<file path="config.mk">
export PLATFORM = sky130hd
export DESIGN_NAME = mdq_engine
export DESIGN_NICKNAME = d
export VERILOG_FILES = /design/src/rtl/mdq_pkg.sv /design/src/rtl/mdq_engine.sv /design/src/rtl/mdq_ptr_calc.sv /design/src/rtl/mdq_skid_buf.sv
export VERILOG_INCLUDE_DIRS = /design/src /design/src/rtl
export SDC_FILE = /design/constraint.sdc
export NUM_CORES = 1
export LEC_CHECK = 0
export BUFFER_PORTS_ARGS = -buffer_cell sky130_fd_sc_hd__buf_2
export CAP_MARGIN = 5
export CORE_UTILIZATION = 30
export CTS_CLUSTER_DIAMETER = 60
export DETAILED_ROUTE_END_ITERATION = 7
export PLACE_DENSITY = 0.46
export SLEW_MARGIN = 20
export SYNTH_ARGS = -nofsm -noshare
export SYNTH_HDL_FRONTEND = slang
export SYNTH_SLANG_ARGS = --single-unit
</file>
<file path="constraint.sdc">
create_clock -name mclk_i -period 4 [get_ports mclk_i]
set_input_delay 1.2 -clock mclk_i [delete_from_list [all_inputs] [get_ports mclk_i]]
set_output_delay 1.2 -clock mclk_i [all_outputs]
set_load 0.02 [all_outputs]
</file>
<file path="src/rtl/mdq_defs.svh">
// constants of the memory deque engine
`ifndef MDQ_DEFS_SVH
`define MDQ_DEFS_SVH

// --------------------------------------------------------------------------
// control block word offsets
// --------------------------------------------------------------------------
`define MDQ_CB_TOP      2'h0
`define MDQ_CB_BOTTOM   2'h1
`define MDQ_CB_SEGMENT  2'h2
`define MDQ_CB_MASK     2'h3

// --------------------------------------------------------------------------
// request mode codes and field positions
// --------------------------------------------------------------------------
`define MDQ_MODE_IN     5'h01
`define MDQ_MODE_OUT    5'h00
`define MDQ_EXT_LSB     16
`define MDQ_EXT_W       6
`define MDQ_SEG_W       12

// --------------------------------------------------------------------------
// condition code bits and reset values
// --------------------------------------------------------------------------
`define MDQ_CC_EMPTY    0
`define MDQ_CC_FULL     1
`define MDQ_CC_FAULT    2
`define MDQ_WORD_RST    16'h0000
`define MDQ_RING_PRIV   2'h0

`endif

</file>
<file path="src/rtl/mdq_pkg.sv">
// types of the memory deque engine
package mdq_pkg;

  // --------------------------------------------------------------------------
  // queue operations and sequencer states
  // --------------------------------------------------------------------------
  typedef enum logic [2:0] {
    MDQ_OP_ADD_TOP    = 3'h0,
    MDQ_OP_ADD_BOTTOM = 3'h1,
    MDQ_OP_REM_TOP    = 3'h2,
    MDQ_OP_REM_BOTTOM = 3'h3,
    MDQ_OP_TEST       = 3'h4
  } mdq_op_e;

  typedef enum logic [8:0] {
    MDQ_ST_IDLE  = 9'h001,
    MDQ_ST_RTOP  = 9'h002,
    MDQ_ST_RBOT  = 9'h004,
    MDQ_ST_RSEG  = 9'h008,
    MDQ_ST_RMASK = 9'h010,
    MDQ_ST_DATA  = 9'h020,
    MDQ_ST_WPTR  = 9'h040,
    MDQ_ST_DONE  = 9'h080,
    MDQ_ST_EXIT  = 9'h100
  } mdq_state_e;

endpackage

</file>
<file path="src/rtl/mdq_engine.sv">
// memory deque engine: queue transfer service and queue instructions
// What this block does
// - size mask is block length minus one, K low ones.
// - block start is pointer AND NOT mask, end is pointer OR mask.
// - control block words: read ptr, write ptr, segment/extension, mask.
// - read pointer names head datum; write pointer names cell past tail.
// - third word gives six extension bits or a segment number.
// - equal pointers mean empty; full leaves one slot unused.
// - input appends word at bottom if room, else end-of-range.
// - output delivers head word, or zero word with end-of-range if empty.
// - the word that empties the queue carries no end-of-range.
// - all queue memory accesses bypass the cache.
// - transfer requests find the control block at peripheral address, segment zero.
// - instructions take block address from pointer word, data via accumulator.
// - instructions do no wait or notify, only queue and codes.
// - five operations: add top, add bottom, remove top, remove bottom, test.
// - physical queues need ring zero; ring governs block access rights.
// - remove top reads two pointers first, exits early when empty.
// - add bottom reads four words, exits full when next equals read.
// - datum is written before the write pointer is updated.
// - remove bottom steps write pointer back, loads cell, stores pointer.
// - test computes occupancy and compares against zero and mask.
`timescale 1ns/100ps
`include "mdq_defs.svh"

module mdq_engine (
  // clock and reset
  input  wire logic        mclk_i,
  input  wire logic        srst_i,
  // peripheral direct transfer request
  input  wire logic        direct_transfer_request_i,
  input  wire logic [4:0]  request_mode_code_i,
  input  wire logic [15:0] peripheral_address_bus_i,
  input  wire logic [15:0] xfer_wdata_i,
  output logic             xfer_ack_o,
  // peripheral output words, bit 16 is end-of-range
  output logic             out_valid_o,
  input  wire logic        out_ready_i,
  output logic      [15:0] out_data_o,
  output logic             out_end_of_range_signal_o,
  output logic             in_end_of_range_signal_o,
  // queue instruction request
  input  wire logic        op_valid_i,
  input  wire logic [2:0]  op_code_i,
  input  wire logic [15:0] argument_pointer_word_i,
  input  wire logic [11:0] op_segment_i,
  input  wire logic        op_physical_i,
  input  wire logic [1:0]  ring_i,
  input  wire logic [15:0] acc_i,
  output logic             op_done_o,
  output logic      [15:0] acc_o,
  output logic      [2:0]  cond_code_o,
  // main memory port, uncached
  output logic             mem_req_o,
  output logic             mem_we_o,
  output logic      [27:0] mem_addr_o,
  output logic      [15:0] mem_wdata_o,
  output logic             mem_uncached_o,
  output logic      [1:0]  mem_ring_o,
  input  wire logic        mem_ack_i,
  input  wire logic [15:0] mem_rdata_i
);

  mdq_pkg::mdq_state_e state_reg;
  mdq_pkg::mdq_op_e    op_reg;
  logic        xfer_reg;
  logic        phys_reg;
  logic [11:0] cb_seg_reg;
  logic [15:0] cb_addr_reg;
  logic [15:0] top_reg;
  logic [15:0] bot_reg;
  logic [15:0] seg_reg;
  logic [15:0] mask_reg;
  logic [15:0] data_reg;
  logic [15:0] new_ptr_reg;
  logic        eor_reg;
  logic [2:0]  cc_reg;
  logic [15:0] top_inc;
  logic [15:0] top_dec;
  logic [15:0] bot_inc;
  logic [15:0] bot_dec;
  logic        q_empty;
  logic        q_full;
  logic [15:0] q_len;
  logic        buf_in_ready;
  logic        buf_in_valid;
  logic [16:0] buf_out_data;
  logic        in_req;
  logic        out_req;
  logic        mem_wait;
  logic        op_req;

  // --------------------------------------------------------------------------
  // pointer arithmetic and output buffer
  // --------------------------------------------------------------------------
  mdq_ptr_calc u_ptr (
    .top_i     (top_reg),
    .bottom_i  (bot_reg),
    .mask_i    (mask_reg),
    .top_inc_o (top_inc),
    .top_dec_o (top_dec),
    .bot_inc_o (bot_inc),
    .bot_dec_o (bot_dec),
    .origin_o  (),
    .end_o     (),
    .empty_o   (q_empty),
    .full_o    (q_full),
    .length_o  (q_len)
  );

  mdq_skid_buf u_buf (
    .mclk_i      (mclk_i),
    .srst_i      (srst_i),
    .in_valid_i  (buf_in_valid),
    .in_ready_o  (buf_in_ready),
    .in_data_i   ({eor_reg, data_reg}),
    .out_valid_o (out_valid_o),
    .out_ready_i (out_ready_i),
    .out_data_o  (buf_out_data)
  );

  assign out_data_o                = buf_out_data[15:0];
  assign out_end_of_range_signal_o = buf_out_data[16];

  // request decode; an output request waits for buffer room
  // a requester still holds its request on the edge that shows the answer; skip that edge
  assign in_req  = direct_transfer_request_i && (request_mode_code_i == `MDQ_MODE_IN)
                   && !xfer_ack_o && !op_done_o;
  assign out_req = direct_transfer_request_i && (request_mode_code_i == `MDQ_MODE_OUT)
                   && buf_in_ready && !xfer_ack_o && !op_done_o;
  assign op_req  = op_valid_i && !xfer_ack_o && !op_done_o;
  assign buf_in_valid = (state_reg == mdq_pkg::MDQ_ST_DONE) && xfer_reg && !op_is_add(op_reg);
  assign mem_wait     = mem_req_o && !mem_ack_i;

  // adds are the two insert operations
  function automatic logic op_is_add(input mdq_pkg::mdq_op_e op);
    return (op == mdq_pkg::MDQ_OP_ADD_TOP) || (op == mdq_pkg::MDQ_OP_ADD_BOTTOM);
  endfunction

  // --------------------------------------------------------------------------
  // sequencer; one control block sequence at a time
  // --------------------------------------------------------------------------
  always_ff @(posedge mclk_i) begin
    if (srst_i) begin
      state_reg <= mdq_pkg::MDQ_ST_IDLE;
    end else if (!mem_wait) begin
      unique case (state_reg)
        mdq_pkg::MDQ_ST_IDLE: begin
          if (in_req || out_req) begin
            state_reg <= mdq_pkg::MDQ_ST_RTOP;
          end else if (op_req) begin
            if (op_physical_i && ring_i != `MDQ_RING_PRIV) begin
              state_reg <= mdq_pkg::MDQ_ST_EXIT;
            end else begin
              state_reg <= mdq_pkg::MDQ_ST_RTOP;
            end
          end
        end
        mdq_pkg::MDQ_ST_RTOP:  state_reg <= mdq_pkg::MDQ_ST_RBOT;
        mdq_pkg::MDQ_ST_RBOT: begin
          // removals and test bail out after two reads when empty
          if (!op_is_add(op_reg) && mem_rdata_i == top_reg) begin
            state_reg <= mdq_pkg::MDQ_ST_DONE;
          end else begin
            state_reg <= mdq_pkg::MDQ_ST_RSEG;
          end
        end
        mdq_pkg::MDQ_ST_RSEG:  state_reg <= mdq_pkg::MDQ_ST_RMASK;
        mdq_pkg::MDQ_ST_RMASK: begin
          if (op_reg == mdq_pkg::MDQ_OP_TEST) begin
            state_reg <= mdq_pkg::MDQ_ST_DONE;
          end else begin
            state_reg <= mdq_pkg::MDQ_ST_DATA;
          end
        end
        mdq_pkg::MDQ_ST_DATA: begin
          if (eor_reg) begin
            state_reg <= mdq_pkg::MDQ_ST_DONE;
          end else begin
            state_reg <= mdq_pkg::MDQ_ST_WPTR;
          end
        end
        mdq_pkg::MDQ_ST_WPTR:  state_reg <= mdq_pkg::MDQ_ST_DONE;
        mdq_pkg::MDQ_ST_DONE:  state_reg <= mdq_pkg::MDQ_ST_IDLE;
        mdq_pkg::MDQ_ST_EXIT:  state_reg <= mdq_pkg::MDQ_ST_IDLE;
        default:               state_reg <= mdq_pkg::MDQ_ST_IDLE;
      endcase
    end
  end

  // --------------------------------------------------------------------------
  // request capture
  // --------------------------------------------------------------------------
  always_ff @(posedge mclk_i) begin
    if (srst_i) begin
      op_reg      <= mdq_pkg::MDQ_OP_TEST;
      xfer_reg    <= 1'b0;
      phys_reg    <= 1'b0;
      cb_seg_reg  <= 12'h000;
      cb_addr_reg <= `MDQ_WORD_RST;
    end else if (state_reg == mdq_pkg::MDQ_ST_IDLE) begin
      if (in_req || out_req) begin
        op_reg      <= in_req ? mdq_pkg::MDQ_OP_ADD_BOTTOM : mdq_pkg::MDQ_OP_REM_TOP;
        xfer_reg    <= 1'b1;
        phys_reg    <= 1'b1;
        cb_seg_reg  <= 12'h000;
        cb_addr_reg <= peripheral_address_bus_i;
      end else if (op_req) begin
        op_reg      <= mdq_pkg::mdq_op_e'(op_code_i);
        xfer_reg    <= 1'b0;
        phys_reg    <= op_physical_i;
        cb_seg_reg  <= op_segment_i;
        cb_addr_reg <= argument_pointer_word_i;
      end
    end
  end

  // --------------------------------------------------------------------------
  // control words, datum, new pointer and end-of-range
  // --------------------------------------------------------------------------
  always_ff @(posedge mclk_i) begin
    if (srst_i) begin
      top_reg     <= `MDQ_WORD_RST;
      bot_reg     <= `MDQ_WORD_RST;
      seg_reg     <= `MDQ_WORD_RST;
      mask_reg    <= `MDQ_WORD_RST;
      data_reg    <= `MDQ_WORD_RST;
      new_ptr_reg <= `MDQ_WORD_RST;
      eor_reg     <= 1'b0;
    end else if (state_reg == mdq_pkg::MDQ_ST_IDLE) begin
      data_reg <= in_req ? xfer_wdata_i : acc_i;
      eor_reg  <= 1'b0;
    end else if (mem_ack_i) begin
      unique case (state_reg)
        mdq_pkg::MDQ_ST_RTOP: top_reg <= mem_rdata_i;
        mdq_pkg::MDQ_ST_RBOT: begin
          bot_reg <= mem_rdata_i;
          if (!op_is_add(op_reg) && mem_rdata_i == top_reg) begin
            data_reg <= `MDQ_WORD_RST;
            eor_reg  <= (op_reg != mdq_pkg::MDQ_OP_TEST);
          end
        end
        mdq_pkg::MDQ_ST_RSEG:  seg_reg <= mem_rdata_i;
        mdq_pkg::MDQ_ST_RMASK: begin
          mask_reg <= mem_rdata_i;
          if (op_reg == mdq_pkg::MDQ_OP_ADD_BOTTOM) begin
            new_ptr_reg <= 16'((bot_reg & ~mem_rdata_i) | (16'(bot_reg + 16'h0001) & mem_rdata_i));
            eor_reg     <= (16'((bot_reg & ~mem_rdata_i) | (16'(bot_reg + 16'h0001) & mem_rdata_i))
                            == top_reg);
          end else if (op_reg == mdq_pkg::MDQ_OP_ADD_TOP) begin
            new_ptr_reg <= 16'((top_reg & ~mem_rdata_i) | (16'(top_reg - 16'h0001) & mem_rdata_i));
            eor_reg     <= (16'((top_reg & ~mem_rdata_i) | (16'(top_reg - 16'h0001) & mem_rdata_i))
                            == bot_reg);
          end
        end
        mdq_pkg::MDQ_ST_DATA: begin
          if (op_reg == mdq_pkg::MDQ_OP_REM_TOP) begin
            data_reg    <= mem_rdata_i;
            new_ptr_reg <= top_inc;
          end else if (op_reg == mdq_pkg::MDQ_OP_REM_BOTTOM) begin
            data_reg    <= mem_rdata_i;
            new_ptr_reg <= bot_dec;
          end
        end
        default: ;
      endcase
    end
  end

  // --------------------------------------------------------------------------
  // memory request generation, all uncached
  // --------------------------------------------------------------------------
  always_ff @(posedge mclk_i) begin
    if (srst_i) begin
      mem_req_o      <= 1'b0;
      mem_we_o       <= 1'b0;
      mem_addr_o     <= 28'h0000000;
      mem_wdata_o    <= `MDQ_WORD_RST;
      mem_uncached_o <= 1'b1;
      mem_ring_o     <= `MDQ_RING_PRIV;
    end else begin
      mem_uncached_o <= 1'b1;
      if (mem_wait) begin
        mem_req_o <= 1'b1;
      end else begin
        mem_req_o <= 1'b0;
        mem_we_o  <= 1'b0;
        unique case (state_reg)
          mdq_pkg::MDQ_ST_IDLE: begin
            if (in_req || out_req || (op_req && !(op_physical_i && ring_i != `MDQ_RING_PRIV))) begin
              mem_req_o  <= 1'b1;
              mem_addr_o <= {(in_req || out_req) ? 12'h000 : op_segment_i,
                             (in_req || out_req) ? peripheral_address_bus_i : argument_pointer_word_i};
              mem_ring_o <= (in_req || out_req) ? `MDQ_RING_PRIV : ring_i;
            end
          end
          mdq_pkg::MDQ_ST_RTOP: begin
            mem_req_o  <= 1'b1;
            mem_addr_o <= {cb_seg_reg, 16'(cb_addr_reg + {14'h0000, `MDQ_CB_BOTTOM})};
          end
          mdq_pkg::MDQ_ST_RBOT: begin
            if (op_is_add(op_reg) || mem_rdata_i != top_reg) begin
              mem_req_o  <= 1'b1;
              mem_addr_o <= {cb_seg_reg, 16'(cb_addr_reg + {14'h0000, `MDQ_CB_SEGMENT})};
            end
          end
          mdq_pkg::MDQ_ST_RSEG: begin
            mem_req_o  <= 1'b1;
            mem_addr_o <= {cb_seg_reg, 16'(cb_addr_reg + {14'h0000, `MDQ_CB_MASK})};
          end
          mdq_pkg::MDQ_ST_RMASK: begin
            // data cell: physical uses six extension bits, virtual a segment
            if (op_reg != mdq_pkg::MDQ_OP_TEST) begin
              // a full add leaves memory untouched and exits
              mem_req_o <= !(op_reg == mdq_pkg::MDQ_OP_ADD_BOTTOM &&
                             16'((bot_reg & ~mem_rdata_i) | (16'(bot_reg + 16'h0001) & mem_rdata_i)) == top_reg) &&
                           !(op_reg == mdq_pkg::MDQ_OP_ADD_TOP &&
                             16'((top_reg & ~mem_rdata_i) | (16'(top_reg - 16'h0001) & mem_rdata_i)) == bot_reg);
              mem_we_o  <= op_is_add(op_reg);
              mem_wdata_o <= data_reg;
              mem_addr_o  <= {phys_reg ? {6'h00, seg_reg[`MDQ_EXT_W-1:0]} : seg_reg[`MDQ_SEG_W-1:0],
                              op_reg == mdq_pkg::MDQ_OP_ADD_BOTTOM ? bot_reg :
                              op_reg == mdq_pkg::MDQ_OP_REM_TOP    ? top_reg :
                              op_reg == mdq_pkg::MDQ_OP_REM_BOTTOM ?
                                16'((bot_reg & ~mem_rdata_i) | (16'(bot_reg - 16'h0001) & mem_rdata_i)) :
                                16'((top_reg & ~mem_rdata_i) | (16'(top_reg - 16'h0001) & mem_rdata_i))};
            end
          end
          mdq_pkg::MDQ_ST_DATA: begin
            // pointer store only after the datum is written or read
            if (!eor_reg) begin
              mem_req_o  <= 1'b1;
              mem_we_o   <= 1'b1;
              mem_addr_o <= {cb_seg_reg, 16'(cb_addr_reg + {14'h0000,
                             (op_reg == mdq_pkg::MDQ_OP_REM_TOP || op_reg == mdq_pkg::MDQ_OP_ADD_TOP) ?
                             `MDQ_CB_TOP : `MDQ_CB_BOTTOM})};
              mem_wdata_o <= (op_reg == mdq_pkg::MDQ_OP_REM_TOP) ? top_inc :
                             (op_reg == mdq_pkg::MDQ_OP_REM_BOTTOM) ? bot_dec : new_ptr_reg;
            end
          end
          default: ;
        endcase
      end
    end
  end

  // --------------------------------------------------------------------------
  // completion: acknowledge, accumulator and condition codes
  // --------------------------------------------------------------------------
  always_ff @(posedge mclk_i) begin
    if (srst_i) begin
      xfer_ack_o               <= 1'b0;
      in_end_of_range_signal_o <= 1'b0;
      op_done_o                <= 1'b0;
      acc_o                    <= `MDQ_WORD_RST;
      cond_code_o              <= 3'h0;
    end else begin
      xfer_ack_o <= 1'b0;
      op_done_o  <= 1'b0;
      if (state_reg == mdq_pkg::MDQ_ST_DONE) begin
        if (xfer_reg) begin
          xfer_ack_o               <= 1'b1;
          in_end_of_range_signal_o <= op_is_add(op_reg) && eor_reg;
        end else begin
          op_done_o <= 1'b1;
          if (!op_is_add(op_reg) && op_reg != mdq_pkg::MDQ_OP_TEST) begin
            acc_o <= data_reg;
          end
          cond_code_o[`MDQ_CC_EMPTY] <= (op_reg == mdq_pkg::MDQ_OP_TEST) ? (q_len == 16'h0000 || q_empty)
                                        : (!op_is_add(op_reg) && eor_reg);
          cond_code_o[`MDQ_CC_FULL]  <= (op_reg == mdq_pkg::MDQ_OP_TEST) ? (q_len == mask_reg && !q_empty)
                                        : (op_is_add(op_reg) && eor_reg);
          cond_code_o[`MDQ_CC_FAULT] <= 1'b0;
        end
      end else if (state_reg == mdq_pkg::MDQ_ST_EXIT) begin
        op_done_o                  <= 1'b1;
        cond_code_o                <= 3'h0;
        cond_code_o[`MDQ_CC_FAULT] <= 1'b1;
      end
    end
  end

endmodule

</file>
<file path="src/rtl/mdq_ptr_calc.sv">
// mask based pointer arithmetic of a queue
`timescale 1ns/100ps
`include "mdq_defs.svh"

module mdq_ptr_calc (
  // pointers and mask
  input  wire logic [15:0] top_i,
  input  wire logic [15:0] bottom_i,
  input  wire logic [15:0] mask_i,
  // results
  output logic      [15:0] top_inc_o,
  output logic      [15:0] top_dec_o,
  output logic      [15:0] bot_inc_o,
  output logic      [15:0] bot_dec_o,
  output logic      [15:0] origin_o,
  output logic      [15:0] end_o,
  output logic             empty_o,
  output logic             full_o,
  output logic      [15:0] length_o
);

  // steps a pointer only within the bits chosen by the mask
  function automatic logic [15:0] wrap_step(input logic [15:0] p, input logic [15:0] m, input logic up);
    logic [15:0] s;
    s = up ? 16'(p + 16'h0001) : 16'(p - 16'h0001);
    return (p & ~m) | (s & m);
  endfunction

  // wrapped steps of both pointers
  assign top_inc_o = wrap_step(top_i, mask_i, 1'b1);
  assign top_dec_o = wrap_step(top_i, mask_i, 1'b0);
  assign bot_inc_o = wrap_step(bottom_i, mask_i, 1'b1);
  assign bot_dec_o = wrap_step(bottom_i, mask_i, 1'b0);

  // block bounds from any pointer inside it
  assign origin_o = bottom_i & ~mask_i;
  assign end_o    = bottom_i | mask_i;

  // occupancy, empty and full
  assign length_o = 16'(bottom_i - top_i) & mask_i;
  assign empty_o  = (top_i == bottom_i);
  assign full_o   = (bot_inc_o == top_i);

endmodule

</file>
<file path="src/rtl/mdq_skid_buf.sv">
// two-entry valid/ready buffer for output words
`timescale 1ns/100ps

module mdq_skid_buf (
  // clock and reset
  input  wire logic        mclk_i,
  input  wire logic        srst_i,
  // filling side
  input  wire logic        in_valid_i,
  output logic             in_ready_o,
  input  wire logic [16:0] in_data_i,
  // draining side
  output logic             out_valid_o,
  input  wire logic        out_ready_i,
  output logic      [16:0] out_data_o
);

  logic [16:0] mem_reg [0:1];
  logic        wr_idx_reg;
  logic        rd_idx_reg;
  logic [1:0]  count_reg;
  logic        push;
  logic        pop;

  // handshakes on both sides
  assign push        = in_valid_i && (count_reg != 2'h2);
  assign pop         = out_ready_i && (count_reg != 2'h0);
  assign in_ready_o  = (count_reg != 2'h2);
  assign out_valid_o = (count_reg != 2'h0);
  assign out_data_o  = mem_reg[rd_idx_reg];

  // storage, written by index
  always_ff @(posedge mclk_i) begin
    if (push) begin
      mem_reg[wr_idx_reg] <= in_data_i;
    end
  end

  // pointers and fill count
  always_ff @(posedge mclk_i) begin
    if (srst_i) begin
      wr_idx_reg <= 1'b0;
      rd_idx_reg <= 1'b0;
      count_reg  <= 2'h0;
    end else begin
      if (push) begin
        wr_idx_reg <= ~wr_idx_reg;
      end
      if (pop) begin
        rd_idx_reg <= ~rd_idx_reg;
      end
      count_reg <= 2'(count_reg + {1'b0, push} - {1'b0, pop});
    end
  end

endmodule

</file>
Word level (Yosys, flattened, before mapping). Memories as Yosys holds them, arrays and structs flattened. A register that Yosys moved wholly into a read port is not among the register bits. Cells that the tools add are included.

Muxes and demuxes: 71. Eq/ne operators: 32. Reductions and logical operators: 68. $add $sub $neg: 11. Bitwise gates (word level): 23.

Operator list (count): two-way mux 16 bit (18); case mux 28 bit (6 select lines) (1); bitwise AND 16 bit (10); two-way mux 28 bit (4); case mux 16 bit (2 select lines) (3); equality test 16 bit (5); bitwise OR 16 bit (5); case mux 9 bit (7 select lines) (1); adder 16 x 1 -> 16 bit, second input constant (3); two-way mux 12 bit (4); adder 16 x 2 -> 16 bit, second input constant (2); inverter 16 bit (2); subtractor 16 x 1 -> 16 bit, second input constant (2); two-way mux 9 bit (3); logical AND 1 bit (24); two-way mux 1 bit (24); two-way mux 8 bit (3); AND reduction 3 bit (6); adder 16 x 1 -> 16 bit (1); zero test 16 bit (1); != test 16 bit (1); AND reduction 4 bit (4); subtractor 16 bit (1); two-way mux 3 bit (5); other kinds (34) (72).

Output and inout bits: 89. Memories: 1. Word-level logic and storage cells: 232. Flip-flop bits (word level): 209. RAM bits: 34. Input bits: 109.

Memories: u_buf.mem_reg (depth 2, bits a word 17, read ports 1, clocked after memory_dff 1, write ports 1, RTL line mdq_skid_buf.sv:18) `logic [16:0] mem_reg [0:1];`.

Logic depth before layout (Yosys ltp).
Depth in word-level cells: 10. Gate-level depth with buffers: 16. Gate-level depth less buffers: 13.

Hierarchy. From an unflattened synthesis, not the netlist that was laid out.

Cell total of the unflattened synthesis: 2102. Area, all modules: 16935.0 um2.

By module, submodules not included: mdq_engine (cells each 1605, times used 1, area an instance 12642.1 um2); mdq_ptr_calc (cells each 420, times used 1, area an instance 2782.7 um2); mdq_skid_buf (cells each 77, times used 1, area an instance 1510.2 um2).

Least setup slack after synthesis. OpenSTA, ideal clock, no wires.

Path type: flip-flop to flip-flop. Start point: reg state_reg[2]. End point: mem u_buf.mem_reg[0][0], enable pin. Stages on the path, launching flop included: 6. Period minus slack after synthesis: 3.559 ns. Arrival: 3.125 ns. Setup slack: 0.441 ns. Path buffers: 1. Data required time: 3.565 ns. Setup time: 0.435 ns. Cells stage by stage: dfxtp_1 > buf_2 > nor4_4 > nor3b_4 > nand4b_1 > nor4_1.

Longest elaborated chain between the ends: 6.

RTL lines: start: declaration (RTL line mdq_engine.sv:64) `mdq_pkg::mdq_state_e state_reg;`; start signal: assignment (RTL line mdq_engine.sv:145) `state_reg <= mdq_pkg::MDQ_ST_IDLE;`; start signal: assignment (RTL line mdq_engine.sv:150) `state_reg <= mdq_pkg::MDQ_ST_RTOP;`; start signal: assignment (RTL line mdq_engine.sv:153) `state_reg <= mdq_pkg::MDQ_ST_EXIT;`; equality test 9 x 8 -> 1 bit (RTL line mdq_engine.sv:132) `assign buf_in_valid = (state_reg == mdq_pkg::MDQ_ST_DONE) && xfer_reg && !op_is_add(op_reg);`; logical AND 1 bit (2 in series) (RTL line mdq_engine.sv:132); logical AND 1 bit (RTL line mdq_skid_buf.sv:26) `assign push = in_valid_i && (count_reg != 2'h2);`; two-way mux 1 bit (RTL line mdq_skid_buf.sv:34) `if (push) begin`; two-way mux 1 bit (not written as such) (RTL line mdq_skid_buf.sv:35) `mem_reg[wr_idx_reg] <= in_data_i;`; end: declaration (RTL line mdq_skid_buf.sv:18).

No other way between the ends.

Worst setup path in the final report.
Start point: reg state_reg[4]. End point: reg mem_addr_o[3].

Longest elaborated chain between the ends: 3. Elaborated cells on any way between the ends: 13. Classes of those cells: eq/ne (10); mux (1); reduce/logical (2).

RTL lines: equality test 9 x 1 -> 1 bit (tied with other cells) (RTL line mdq_engine.sv:288) `unique case (state_reg)`; nonzero test 6 bit (no source line) (tied with other cells); AND reduction 6 bit (no source line); end signal: assignment (RTL line mdq_engine.sv:292) `mem_addr_o <= {(in_req || out_req) ? 12'h000 : op_segment_i,`; end signal: assignment (RTL line mdq_engine.sv:299) `` mem_addr_o <= {cb_seg_reg, 16'(cb_addr_reg + {14'h0000, `MDQ_CB_BOTTOM})}; ``; end signal: assignment (RTL line mdq_engine.sv:304) `` mem_addr_o <= {cb_seg_reg, 16'(cb_addr_reg + {14'h0000, `MDQ_CB_SEGMENT})}; ``; end: declaration (RTL line mdq_engine.sv:56) `output logic [27:0] mem_addr_o,`.

Parallel ways exist; a longest one is shown, timed or not. A chain may end at the register's enable or synchronous reset.

==> flow_metrics.tcl <==
set metrics [dict create \
    period_minus_slack_ns 3.55 \
    ant_nets 0 \
    ys_types 92 \
    clockBufferDepth 3 \
    drt_iter0_markers 1564 \
    cts_resized 0 \
    hold_path_class "reg2reg" \
    routedWlPerCell_um 24.0 \
    yosysWarnings 0 \
    grt_util_all_layers_pct 25.6 \
    pre_cts_ws_ns 0.00265 \
    synthArstFlopShare_pct 0 \
    cts_tree "yes" \
    p_leak_nw 7.01 \
    crit_path_start_kind "flop" \
    synth.avg_cell_area_um2 7.65 \
    die_h_um 229 \
    drv_cap 0 \
    setup_viol 0 \
    whs_ns 0.450 \
    drv_slew 0 \
    required_ns 4.42 \
    largest_reg_flops 34 \
    drive_above_1_share_pct 18.3 \
    grt.overflow.total 0 \
    post_cts_buffers 0 \
    io_pins 198 \
    max_freq_ghz 0.281 \
    hpwl_um 52600 \
    layout_commonest_cell "nand2_1" \
    final_cell_mix "277 x nand2_1, 227 x a21oi_1, 210 x dfxtp_1" \
    setup_tns_ns 0 \
    cts_hold_buf 0 \
    fill_cells 5383 \
    criticalPathCategory "reg2reg" \
    viasPerCell 5.59 \
    yosys_register_bits 244 \
    slew-limit-headroom_pct 30.8 \
    grt_max_degree 159 \
    fin_ws_ns 0.446 \
    outcome "finished clean" \
    initial_core_util_pct 30.6 \
    clock_sinks 244 \
    cp-end-kind "flop" \
    total_power_mw 7.13 \
    cts_inserted_buffers 31 \
    portBuffers 196 \
    synth_edf_count 34 \
    die-width_um 229 \
    rsz0062_at_grt "false" \
    clk_pin_slew_ns 0.06 \
    yosysSeqAreaShare_pct 33.7 \
    die_area_mm2 0.0525 \
    grt_antenna_before_repair 1 \
    fp.coreArea_mm2 0.0506 \
    area_growth_pct 19.4 \
    cts-root-buf "clkbuf_16" \
    htree_levels 1 \
    synth-main-ff-cell "dfxtp_1" \
    finClkSkew_ns 0.0223 \
    cp.arrival_ns 3.98 \
    grt_pass1_wl_um 102000 \
    antenna_cells 0 \
    synth_nets 2159 \
    finalCritPeriodShare_pct 88.9 \
    via_count 16100 \
    routed_wl_um 69000 \
    powerDensity_mw_per_mm2 385 \
    worst_pin_slew_ns 1.01 \
    grt_pass1_vias 15300 \
    synth.cell_area_mm2 0.0155 \
    vdd_drop_max_v 0.000271 \
    num_rows 82 \
    layout.nets 2316 \
    drt_pass1_iterations 7 \
    drc_errors 0 \
    crit_fanout 9 \
    fin_util_pct 36.6 \
    place_congestion 0.961 \
    worstSkewPairLatency_ns 0.59 \
    finalHoldViolCount 0 \
    synthCells 2024 \
]
-- critical path: stages (launching register included) --
cell and delay, ns:
dfxtp_1 0.40, or3_4 0.44, or3_4 0.38, nor3_2 0.25, ha_1 0.28, a21oi_1 0.12
nor2b_1 0.06, buf_4 0.16, a32oi_1 0.51, nor2_1 0.07, a2111oi_0 0.57, a211oi_1 0.15
-- final timing paths --
kind                            endpoint                        start  depth (start not counted)  slack (ns)
min          mem_wdata_o[4]$_SDFFE_PP0P_  mem_wdata_o[4]$_SDFFE_PP0P_                          2        0.45
max           mem_addr_o[3]$_SDFFE_PP0P_    state_reg[4]$_SDFFE_PP0P_                         11        0.45
min reg2reg  mem_wdata_o[4]$_SDFFE_PP0P_  mem_wdata_o[4]$_SDFFE_PP0P_                          2        0.45
max reg2reg   mem_addr_o[3]$_SDFFE_PP0P_    state_reg[4]$_SDFFE_PP0P_                         11        0.45
-- synthesized netlist by cell type (14+ instances only) --
| cell type | count | area [um^2] |
|---|---|---|
| nand2_1 | 277 | 1040 |
| a21oi_1 | 228 | 1140 |
| dfxtp_1 | 210 | 4200 |
| nor2_1 | 187 | 702 |
| clkbuf_1 | 125 | 469 |
| nand3_1 | 97 | 485 |
| xnor2_1 | 76 | 666 |
| a211oi_1 | 66 | 495 |
| o21ai_0 | 65 | 325 |
| nor3_1 | 55 | 275 |
| inv_1 | 50 | 188 |
| xor2_1 | 49 | 429 |
| nand4_1 | 42 | 263 |
| buf_2 | 38 | 190 |
| edfxtp_1 | 34 | 1020 |
| mux2i_1 | 28 | 280 |
| ha_1 | 24 | 300 |
| a31oi_1 | 23 | 144 |
| o211ai_1 | 23 | 173 |
| and3_1 | 20 | 125 |
| nor2b_1 | 18 | 113 |
| mux2_2 | 17 | 191 |
| nand2b_1 | 17 | 106 |
| nor4_1 | 15 | 93.8 |
| a311oi_1 | 14 | 123 |
-- cells by family (layout without fill, tap and decap cells) --
kind of cell	after synthesis	after routing	share of synthesized area (%)
xor+xnor	129	129	7.65
flops	244	244	33.7
fa+ha+maj	26	26	2.20
compound gates	541	541	22.2
other cells	1	1	0.0242
buf+inv	231	412	6.01
simple gates	806	806	25.0
mux	46	46	3.19
-- layer usage --
metal / wire length, um / track usage (%)
met2: 30600 / 39.9
met3: 4650 / 3.87
met5: 12 / 0
met1: 31300 / 35.5
met4: 2430 / 9.25
-- stage by stage --
stage,cells,area (um^2)
after floorplan,2024,15500
after global placement,2820,17500
after detailed placement,2820,17500
after CTS,2877,18500
after global routing,2877,18500
final,2877,18500
-- final cells by class --
class	count	area [um^2]	share of cell area [%]
multi-input cells	1549	9370	50.6
flip-flops and latches	244	5230	28.3
repair buffers	304	1840	9.92
clock buffers	45	868	4.70
well taps	672	841	4.55
inverters	51	191	1.04
clock inverters	12	166	0.900
-- where the power goes --
part | total [mW] | switching, mW | internal, mW | leakage [nW]
logic | 1.42 | 0.914 | 0.503 | 4.50
registers | 2.84 | 0.185 | 2.66 | 2.02
clock network | 2.87 | 1.16 | 1.71 | 0.496
Note: power is estimated with default switching activity, not from simulation.
